===== src/panel_keypad_consts.svh =====
// constants for the panel function keypad: offsets, fields, timing
`ifndef PANEL_KEYPAD_CONSTS_SVH
`define PANEL_KEYPAD_CONSTS_SVH

// ---------------------------------------------------------------
// register byte offsets
// ---------------------------------------------------------------
`define OFS_CTRL 8'h00
`define OFS_ACTIVE 8'h04
`define OFS_STEREO 8'h08
`define OFS_CLINK 8'h0C
`define OFS_STATUS 8'h10
`define OFS_PASSWORD 8'h14

// ---------------------------------------------------------------
// control fields
// ---------------------------------------------------------------
`define CTRL_MASTER 0
`define CTRL_MANAGED 1
`define CTRL_MANUAL 2

// ---------------------------------------------------------------
// reset values and operation numbers
// ---------------------------------------------------------------
`define PW_DEFAULT 16'h0000
`define OP_CLEAR 5'h01
`define OP_MUTE 5'h02
`define OP_UNMUTE 5'h03
`define OP_LOCK 5'h09
`define OP_SETPW 5'h0A

// ---------------------------------------------------------------
// timing
// ---------------------------------------------------------------
`define CLK_HZ 25000000
`define BLINK_MS 250
`define STEP_MS 50
`define ACK_PHASES 8

`endif


===== src/panel_keypad_pkg.sv =====
// types shared by the panel function keypad
package panel_keypad_pkg;

  // edge or level view of every front panel key
  typedef struct packed {
    logic func;
    logic enter;
    logic cancel;
    logic other;
    logic [15:0] chan;
  } key_t;

  // every indicator driven by the block
  typedef struct packed {
    logic func;
    logic confirm;
    logic edit_lock;
    logic [15:0] chan;
    logic [15:0] meter;
    logic [13:0] clink;
  } led_t;

  // sequencer states
  typedef enum logic [2:0] {
    ST_IDLE = 3'b000,
    ST_PEND = 3'b001,
    ST_SEL = 3'b010,
    ST_SWEEP = 3'b011,
    ST_ACK = 3'b100
  } state_t;

endpackage


===== src/panel_function_keypad.sv =====
// front panel function key sequencer with apb register access
`timescale 1ns/1ps
`include "panel_keypad_consts.svh"

module panel_function_keypad #(
  parameter int BLINK_CYC = `CLK_HZ / 1000 * `BLINK_MS,
  parameter int STEP_CYC = `CLK_HZ / 1000 * `STEP_MS
) (
  input wire logic pclk,
  input wire logic presetn,
  input wire logic psel,
  input wire logic penable,
  input wire logic pwrite,
  input wire logic [7:0] paddr,
  input wire logic [31:0] pwdata,
  output logic [31:0] prdata,
  output logic pready,
  output logic pslverr,
  input wire panel_keypad_pkg::key_t keys,
  output panel_keypad_pkg::led_t leds,
  output logic [15:0] chan_active,
  output logic [7:0] stereo_link,
  output logic [13:0] control_link_channel,
  output logic [15:0] chan_mute,
  output logic net_locked
);
  import panel_keypad_pkg::*;

  // -------------------------------------------------------------
  // helpers
  // -------------------------------------------------------------
  // lowest pressed channel key wins when several arrive together
  function automatic logic [3:0] chan_index(input logic [15:0] c);
    logic [3:0] idx;
    idx = 4'h0;
    for (int i = 15; i >= 0; i--) begin
      if (c[i]) begin
        idx = 4'(i);
      end
    end
    return idx;
  endfunction

  // -------------------------------------------------------------
  // key synchronisers and press detection
  // -------------------------------------------------------------
  key_t key_s1_r; // first stage, read only by second
  key_t key_s2_r; // synchronised level
  key_t key_s3_r; // previous level for edge detect
  key_t ev; // one-cycle press events

  // panel keys are asynchronous, so two flops before use
  always_ff @(posedge pclk or negedge presetn) begin
    if (!presetn) begin
      key_s1_r <= '0;
      key_s2_r <= '0;
      key_s3_r <= '0;
    end else begin
      key_s1_r <= keys;
      key_s2_r <= key_s1_r;
      key_s3_r <= key_s2_r;
    end
  end

  assign ev = key_s2_r & ~key_s3_r;

  // -------------------------------------------------------------
  // blink and sweep time bases
  // -------------------------------------------------------------
  logic [31:0] blink_cnt_r; // blink divider
  logic [31:0] step_cnt_r; // sweep step divider
  logic blink_r; // flash phase
  logic blink_tick; // one-cycle phase change
  logic step_tick; // one-cycle sweep step

  assign blink_tick = (blink_cnt_r == 32'(BLINK_CYC - 1));
  assign step_tick = (step_cnt_r == 32'(STEP_CYC - 1));

  // free running dividers; a shared base keeps all leds in phase
  always_ff @(posedge pclk or negedge presetn) begin
    if (!presetn) begin
      blink_cnt_r <= '0;
      step_cnt_r <= '0;
      blink_r <= 1'b0;
    end else begin
      blink_cnt_r <= blink_tick ? '0 : blink_cnt_r + 32'h1;
      step_cnt_r <= step_tick ? '0 : step_cnt_r + 32'h1;
      if (blink_tick) begin
        blink_r <= ~blink_r;
      end
    end
  end

  // -------------------------------------------------------------
  // control bits written by software; password and lock set from the keys
  // -------------------------------------------------------------
  logic master_r; // this module is network master
  logic managed_r; // centrally administered mode
  logic manual_r; // manual network mode, else automatic
  logic [15:0] pw_r; // four 4-bit entries, code 0 is key 1
  logic locked_r; // network lock

  // -------------------------------------------------------------
  // sequencer
  // -------------------------------------------------------------
  state_t state_r;
  logic [4:0] op_r; // selected op number, 1..16
  logic [15:0] ent_r; // entries keyed so far
  logic [2:0] ent_cnt_r; // entries counted, saturates at 4
  logic [4:0] anim_r; // animation step
  logic dir_r; // sweep direction, 1 is reverse
  logic any_chan;
  logic quit; // abandoning key during a request
  logic go; // confirm of a selected op
  logic ent_full;
  logic pw_ok;
  logic do_clear;
  logic do_mute;
  logic do_unmute;
  logic do_lock;
  logic do_unlock;
  logic do_setpw;

  assign any_chan = |ev.chan;
  assign quit = ev.cancel | ev.func | ev.other;
  assign go = (state_r == ST_SEL) && ev.enter && !quit;
  assign ent_full = (ent_cnt_r == 3'd4);
  assign pw_ok = ent_full && (ent_r == pw_r);
  assign do_clear = go && (op_r == `OP_CLEAR) && !locked_r
                    && !managed_r;
  assign do_mute = go && (op_r == `OP_MUTE);
  assign do_unmute = go && (op_r == `OP_UNMUTE);
  // master locks with its own password
  assign do_lock = go && (op_r == `OP_LOCK) && master_r
                   && !locked_r && pw_ok;
  assign do_unlock = go && (op_r == `OP_LOCK) && master_r
                     && locked_r && pw_ok;
  assign do_setpw = go && (op_r == `OP_SETPW) && !locked_r;

  always_ff @(posedge pclk or negedge presetn) begin
    if (!presetn) begin
      state_r <= ST_IDLE;
      op_r <= 5'h00;
      anim_r <= 5'h00;
      dir_r <= 1'b0;
    end else begin
      case (state_r)
        ST_IDLE: begin
          if (ev.func) begin
            state_r <= ST_PEND;
          end
        end
        ST_PEND: begin
          if (ev.cancel | ev.func | ev.other | ev.enter) begin
            state_r <= ST_IDLE;
          end else if (any_chan) begin
            op_r <= {1'b0, chan_index(ev.chan)} + 5'h01;
            state_r <= ST_SEL;
          end
        end
        ST_SEL: begin
          if (quit) begin
            state_r <= ST_IDLE;
          end else if (ev.enter) begin
            anim_r <= 5'h00;
            dir_r <= do_unlock;
            if (do_lock | do_unlock) begin
              state_r <= ST_SWEEP;
            end else if (do_setpw) begin
              state_r <= ST_ACK;
            end else begin
              state_r <= ST_IDLE;
            end
          end
        end
        ST_SWEEP: begin
          if (step_tick) begin
            anim_r <= anim_r + 5'h01;
            if (anim_r == 5'h0F) begin
              state_r <= ST_IDLE;
            end
          end
        end
        ST_ACK: begin
          if (blink_tick) begin
            anim_r <= anim_r + 5'h01;
            if (anim_r == 5'(`ACK_PHASES - 1)) begin
              state_r <= ST_IDLE;
            end
          end
        end
        default: begin
          state_r <= ST_IDLE;
        end
      endcase
    end
  end

  // entry shifter keeps the latest four
  always_ff @(posedge pclk or negedge presetn) begin
    if (!presetn) begin
      ent_r <= `PW_DEFAULT;
      ent_cnt_r <= 3'd0;
    end else if (state_r == ST_PEND) begin
      ent_r <= pw_r;
      ent_cnt_r <= 3'd0;
    end else if (state_r == ST_SEL && any_chan && !quit
                 && !ev.enter
                 && (op_r == `OP_LOCK || op_r == `OP_SETPW)) begin
      ent_r <= {ent_r[11:0], chan_index(ev.chan)};
      if (!ent_full) begin
        ent_cnt_r <= ent_cnt_r + 3'd1;
      end
    end
  end

  // -------------------------------------------------------------
  // apb slave, one wait state so read data leaves a flop
  // -------------------------------------------------------------
  logic acc; // access phase waiting for answer
  logic done; // completing edge of a transfer
  logic hit; // address is mapped
  logic [31:0] rd_nxt;

  assign acc = psel && penable && !pready;
  assign done = psel && penable && pready;

  // address decode shared by read mux and error answer
  always_comb begin
    hit = 1'b1;
    rd_nxt = 32'h0000_0000;
    if (paddr == `OFS_CTRL) begin
      rd_nxt = {29'h0, manual_r, managed_r, master_r};
    end else if (paddr == `OFS_ACTIVE) begin
      rd_nxt = {16'h0000, chan_active};
    end else if (paddr == `OFS_STEREO) begin
      rd_nxt = {24'h00_0000, stereo_link};
    end else if (paddr == `OFS_CLINK) begin
      rd_nxt = {18'h0, control_link_channel};
    end else if (paddr == `OFS_STATUS) begin
      rd_nxt = {21'h0, op_r, (&chan_mute), locked_r, 1'b0, state_r};
    end else if (paddr == `OFS_PASSWORD) begin
      rd_nxt = {16'h0000, pw_r};
    end else begin
      hit = 1'b0;
    end
  end

  // answer handshake
  always_ff @(posedge pclk or negedge presetn) begin
    if (!presetn) begin
      pready <= 1'b0;
      pslverr <= 1'b0;
      prdata <= 32'h0000_0000;
    end else begin
      pready <= acc;
      pslverr <= acc && !hit;
      if (acc && !pwrite) begin
        prdata <= rd_nxt;
      end
    end
  end

  // control register
  always_ff @(posedge pclk or negedge presetn) begin
    if (!presetn) begin
      master_r <= 1'b0;
      managed_r <= 1'b0;
      manual_r <= 1'b0;
    end else if (done && pwrite && paddr == `OFS_CTRL) begin
      master_r <= pwdata[`CTRL_MASTER];
      managed_r <= pwdata[`CTRL_MANAGED];
      manual_r <= pwdata[`CTRL_MANUAL];
    end
  end

  // resource tables; a confirmed clear beats a same-cycle write
  always_ff @(posedge pclk or negedge presetn) begin
    if (!presetn) begin
      chan_active <= 16'h0000;
      stereo_link <= 8'h00;
      control_link_channel <= 14'h0000;
    end else if (do_clear) begin
      chan_active <= 16'h0000;
      stereo_link <= 8'h00;
      control_link_channel <= 14'h0000;
    end else if (done && pwrite) begin
      if (paddr == `OFS_ACTIVE) begin
        chan_active <= pwdata[15:0];
      end else if (paddr == `OFS_STEREO) begin
        stereo_link <= pwdata[7:0];
      end else if (paddr == `OFS_CLINK) begin
        control_link_channel <= pwdata[13:0];
      end
    end
  end

  // all channels switch in one edge
  always_ff @(posedge pclk or negedge presetn) begin
    if (!presetn) begin
      chan_mute <= 16'h0000;
    end else if (do_mute) begin
      chan_mute <= 16'hFFFF;
    end else if (do_unmute) begin
      chan_mute <= 16'h0000;
    end
  end

  always_ff @(posedge pclk or negedge presetn) begin
    if (!presetn) begin
      pw_r <= `PW_DEFAULT;
    end else if (do_setpw) begin
      pw_r <= ent_r;
    end
  end

  // lock holds until a matching unlock
  always_ff @(posedge pclk or negedge presetn) begin
    if (!presetn) begin
      locked_r <= 1'b0;
    end else if (do_lock) begin
      locked_r <= 1'b1;
    end else if (do_unlock) begin
      locked_r <= 1'b0;
    end
  end

  assign net_locked = locked_r;

  // -------------------------------------------------------------
  // indicators
  // -------------------------------------------------------------
  led_t led_nxt;
  logic [15:0] sweep_bit;

  // forward sweep walks up, reverse walks down
  assign sweep_bit = 16'h0001 << (dir_r ? 4'hF - anim_r[3:0]
                                        : anim_r[3:0]);

  always_comb begin
    led_nxt = '0;
    led_nxt.edit_lock = locked_r;
    led_nxt.chan = chan_active;
    led_nxt.clink = control_link_channel;
    case (state_r)
      ST_PEND: begin
        led_nxt.func = blink_r;
        led_nxt.confirm = blink_r;
      end
      ST_SEL: begin
        led_nxt.func = blink_r;
        led_nxt.confirm = blink_r;
        if (op_r == `OP_CLEAR) begin
          // flash what a clear would remove
          led_nxt.chan = (chan_active | 16'h0001)
                         & {16{blink_r}};
          led_nxt.clink = control_link_channel & {14{blink_r}};
        end else if (op_r == `OP_LOCK && master_r && !locked_r) begin
          led_nxt.meter = blink_r ? 16'hAAAA : 16'h5555;
        end
      end
      ST_SWEEP: begin
        led_nxt.meter = sweep_bit;
      end
      ST_ACK: begin
        led_nxt.chan = {16{blink_r}};
      end
      default: begin
        led_nxt.func = 1'b0;
      end
    endcase
  end

  // every indicator leaves a flop
  always_ff @(posedge pclk or negedge presetn) begin
    if (!presetn) begin
      leds <= '0;
    end else begin
      leds <= led_nxt;
    end
  end

endmodule


===== config.mk =====
export PLATFORM = sky130hd
export DESIGN_NAME = panel_function_keypad
export DESIGN_NICKNAME = d
export VERILOG_FILES = /design/src/panel_keypad_pkg.sv /design/src/panel_function_keypad.sv
export VERILOG_INCLUDE_DIRS = /design/src
export SDC_FILE = /design/constraint.sdc
export NUM_CORES = 1
export LEC_CHECK = 0
export BUFFER_PORTS_ARGS = -buffer_cell sky130_fd_sc_hd__buf_2
export CORE_MARGIN = 2
export CORE_UTILIZATION = 30
export DETAILED_ROUTE_END_ITERATION = 10
export HOLD_SLACK_MARGIN = 0.02
export PLACE_DENSITY = 0.46
export SLEW_MARGIN = 15
export SYNTH_ARGS = -nofsm -noshare
export SYNTH_HDL_FRONTEND = slang
export SYNTH_SLANG_ARGS = --single-unit

===== constraint.sdc =====
create_clock -name pclk -period 2.3 [get_ports pclk]
set_input_delay 0.46 -clock pclk [delete_from_list [all_inputs] [get_ports pclk]]
set_output_delay 0.46 -clock pclk [all_outputs]
set_load 0.05 [all_outputs]

==> reports/results.ini <==
[sta]
final_max_slew_viol_count=0
setup_tns_ns=0
period_needed_ns=2.18
fmax_mhz=458
rsz0062_at_grt=no
holdWs_ns=0.160
timing.final.crit_share_pct=95.0
tightest_slew_ns=0.684
setup_ws_ns=0.115
setup_viol=0
finClkSkew_ns=0.0175
finalHoldViolations=0
slew_headroom_pct=54.1

[yosys]
synth.largest_area_cell=dfrtp_1
avgSynthCellArea_um2=10.6
synth_adder_area_share_pct=0.606
synth.area.top_cells=dfrtp_1, nand2_1, xnor2_1, nor2_1, a21oi_1
synth.distinct_cells=66
yosysWarnings=0
netlist_area_mm2=0.0124
ys_async_sr_fraction_pct=100
yosys.area_share.simple_pct=18.3
synth_top_family_by_area=simple AND/OR/NAND/NOR gates
synthFlopType=dfrtp_1
synth-edff-count=0
synth-compound-area-share_pct=10.5
synth_xor_area_share_pct=5.23
synth.area.mux_share_pct=3.58
ys_ff_latch=283
yosysSeqAreaShare_pct=57.2
yosys.area.top_type_share_pct=57.2
synthCells=1169

[global_routing]
grt_pass1_wl_um=52400
grt_overflow=0
grt_max_degree=72
grt_pass1_vias=9337
antenna_found_initial=0
grtUsageTotal_pct=15.2

[power_and_ir_drop]
p_leak_nw=7.93
cellPowerDensity_mw_per_mm2=811
ir_worst_vdd_mv=0.487

[route]
drt-total-wl_um=32500
firstDrtPassIters=4
first_iter_violations=447
vias=9412
routed_via_density=4.68
antenna_left=0
wl_per_cell_um=16.2
drc=0

[worst_hold_path]
min_path_type=input port to flip-flop

[placed_design]
dp_slack_ns=-0.279
place_congestion=0.780
io_buffers=170
place_hpwl_um=23500

[floorplanning]
coreArea_mm2=0.0408
rows=74
io_pins=203
die_area_mm2=0.0429
die_y_um=207
die_w_um=207
initial_core_util_pct=30.3

[critical_path]
endpoint=state_r[1]$_DFFE_PN0P_
r2r_cells=7
rr_startpoint=step_cnt_r[11]$_DFF_PN0_
worst-setup-path-type=flip-flop to flip-flop
path_max_fanout=4
cp.required_ns=2.72
worst_ep_arrival_time_ns=2.60
critPathLaunch=step_cnt_r[11]$_DFF_PN0_
ff2ff_setup_slack_ns=0.12
r2r-end=state_r[1]$_DFFE_PN0P_
critPathLaunchType=flip-flop
worstSetupEndpointType=flip-flop

[clock_network]
clkTransAtPathRegs_ns=0.06
clkSinkCount=283
clockBufferDepth=3
cts_root_buffer=clkbuf_16
cts_tree=yes
numCtsBuffers=35
clk_latency_ns=0.54
htree_levels=2

[final_layout]
drive_above_1_share_pct=27.1
n_antenna_cell=0
fillers=4072
num-nets-final=1527
areaGrowthSynthToFinish_pct=29.2

[flow_run]
maxCapViolations=0

[run_status]
status=finished clean

## worst min-delay path by stage
stage | endpoint | startpoint | cells after the start | slack, ns
after floorplan | anim_r[0]$_DFFE_PN0P_ | presetn | 0 | 0.16
after global placement | key_s2_r[14]$_DFF_PN0_ | key_s1_r[14]$_DFF_PN0_ | 0 | 0.33
after detailed placement | key_s2_r[0]$_DFF_PN0_ | key_s1_r[0]$_DFF_PN0_ | 0 | 0.33
after CTS | chan_active[15]$_DFFE_PN0P_ | pwdata[15] | 3 | 0.13
after global routing | control_link_channel[10]$_DFFE_PN0P_ | pwdata[10] | 3 | 0.16
final | chan_active[15]$_DFFE_PN0P_ | pwdata[15] | 3 | 0.16
## cells in the mapped netlist, types with 18 or more instances
master    instances
dfrtp_1         283
nand2_1         135
nor2_1           94
a21oi_1          63
o21ai_0          63
xnor2_1          46
buf_4            35
clkbuf_1         30
nand3_1          30
nor2b_1          29
inv_1            28
xor2_1           28
mux2_2           27
nand2b_1         27
nand4_1          25
a21o_1           18
## layer usage
layer  part of all wire [%]  up-vias  wire, µm  GRT usage [%]
met5                      0        -         0              0
met1                     47     4590     15100           20.9
met2                     47      180     15300           24.1
met3                    4.0       46      1310           2.71
met4                    2.2        0       711           5.02
li1                       -     4596         -              -
## placed cells by master, fill, tap and decap left out, drive strengths merged, types with 28 or more instances in the layout
cell | netlist | layout
nand2 | 135 | 135
inv | 28 | 30
clkbuf | 30 | 49
nor2 | 94 | 94
xor2 | 28 | 28
buf | 50 | 294
dfrtp | 283 | 283
nand3 | 30 | 30
o21ai | 63 | 63
xnor2 | 46 | 46
nor2b | 29 | 29
a21oi | 63 | 63
## flip-flops by register name, indices dropped and copies added (netlist names), 3 cells and up
name                  cells
anim_r                    5
blink_cnt_r              32
chan_active              16
control_link_channel     14
ent_cnt_r                 3
ent_r                    16
key_s1_r                 20
key_s2_r                 20
key_s3_r                 20
leds                     48
op_r                      5
prdata                   16
pw_r                     16
state_r                   3
step_cnt_r               32
stereo_link               8
## power by group
part           internal, mW  switching [mW]
combinational         0.739            1.33
sequential             5.23           0.255
clock                  3.24            2.18
total                  9.21            3.77
## what timing repair did
action	4_1_cts	5_1_grt
gates resized for setup	4	15
setup buffers	0	3
hold buffers	21	0
pin swaps	0	4
setup endpoints to repair	26	31
endpoints found under the hold margin	64	0
## final cells by class
class / count / area (µm²) / area share [%]
clock buffers: 49 / 1030 / 6.43
clock inverters: 10 / 101 / 0.633
inverters: 28 / 105 / 0.657
multi-input cells: 793 / 4910 / 30.7
flip-flops and latches: 283 / 7080 / 44.2
well taps: 532 / 666 / 4.16
repair buffers: 315 / 2110 / 13.2
## kinds of logic after synthesis
kind of cell	after synthesis
XOR/XNOR	74
AO/OA/AOI/OAI	212
adder cells (fa/ha/maj)	6
multiplexers	41
buffers and inverters	108
AND/OR/NAND/NOR	444
other	1
flip-flops	283
## metrics by stage
step           area [µm²]  total power, mW  instances  utilization (%)
3_5_place_dp        14500             7.62       1927             35.6
3_3_place_gp        14500             7.59       1927             35.6
5_1_grt             16000             13.6       2010             39.2
2_1_floorplan       12500             6.95       1184                -
4_1_cts             15900             13.2       2007             39.0
6_report            16000             13.0       2010             39.2
## critical path, cell delays in order (launching register included)
cell and delay (ns):
dfrtp_1 0.41, nor4b_1 0.36, nand4_1 0.18, nor4_2 0.35
buf_4 0.18, o22a_1 0.16, nand2_1 0.12, mux2_2 0.30
Note: power is estimated with default switching activity, not from simulation.
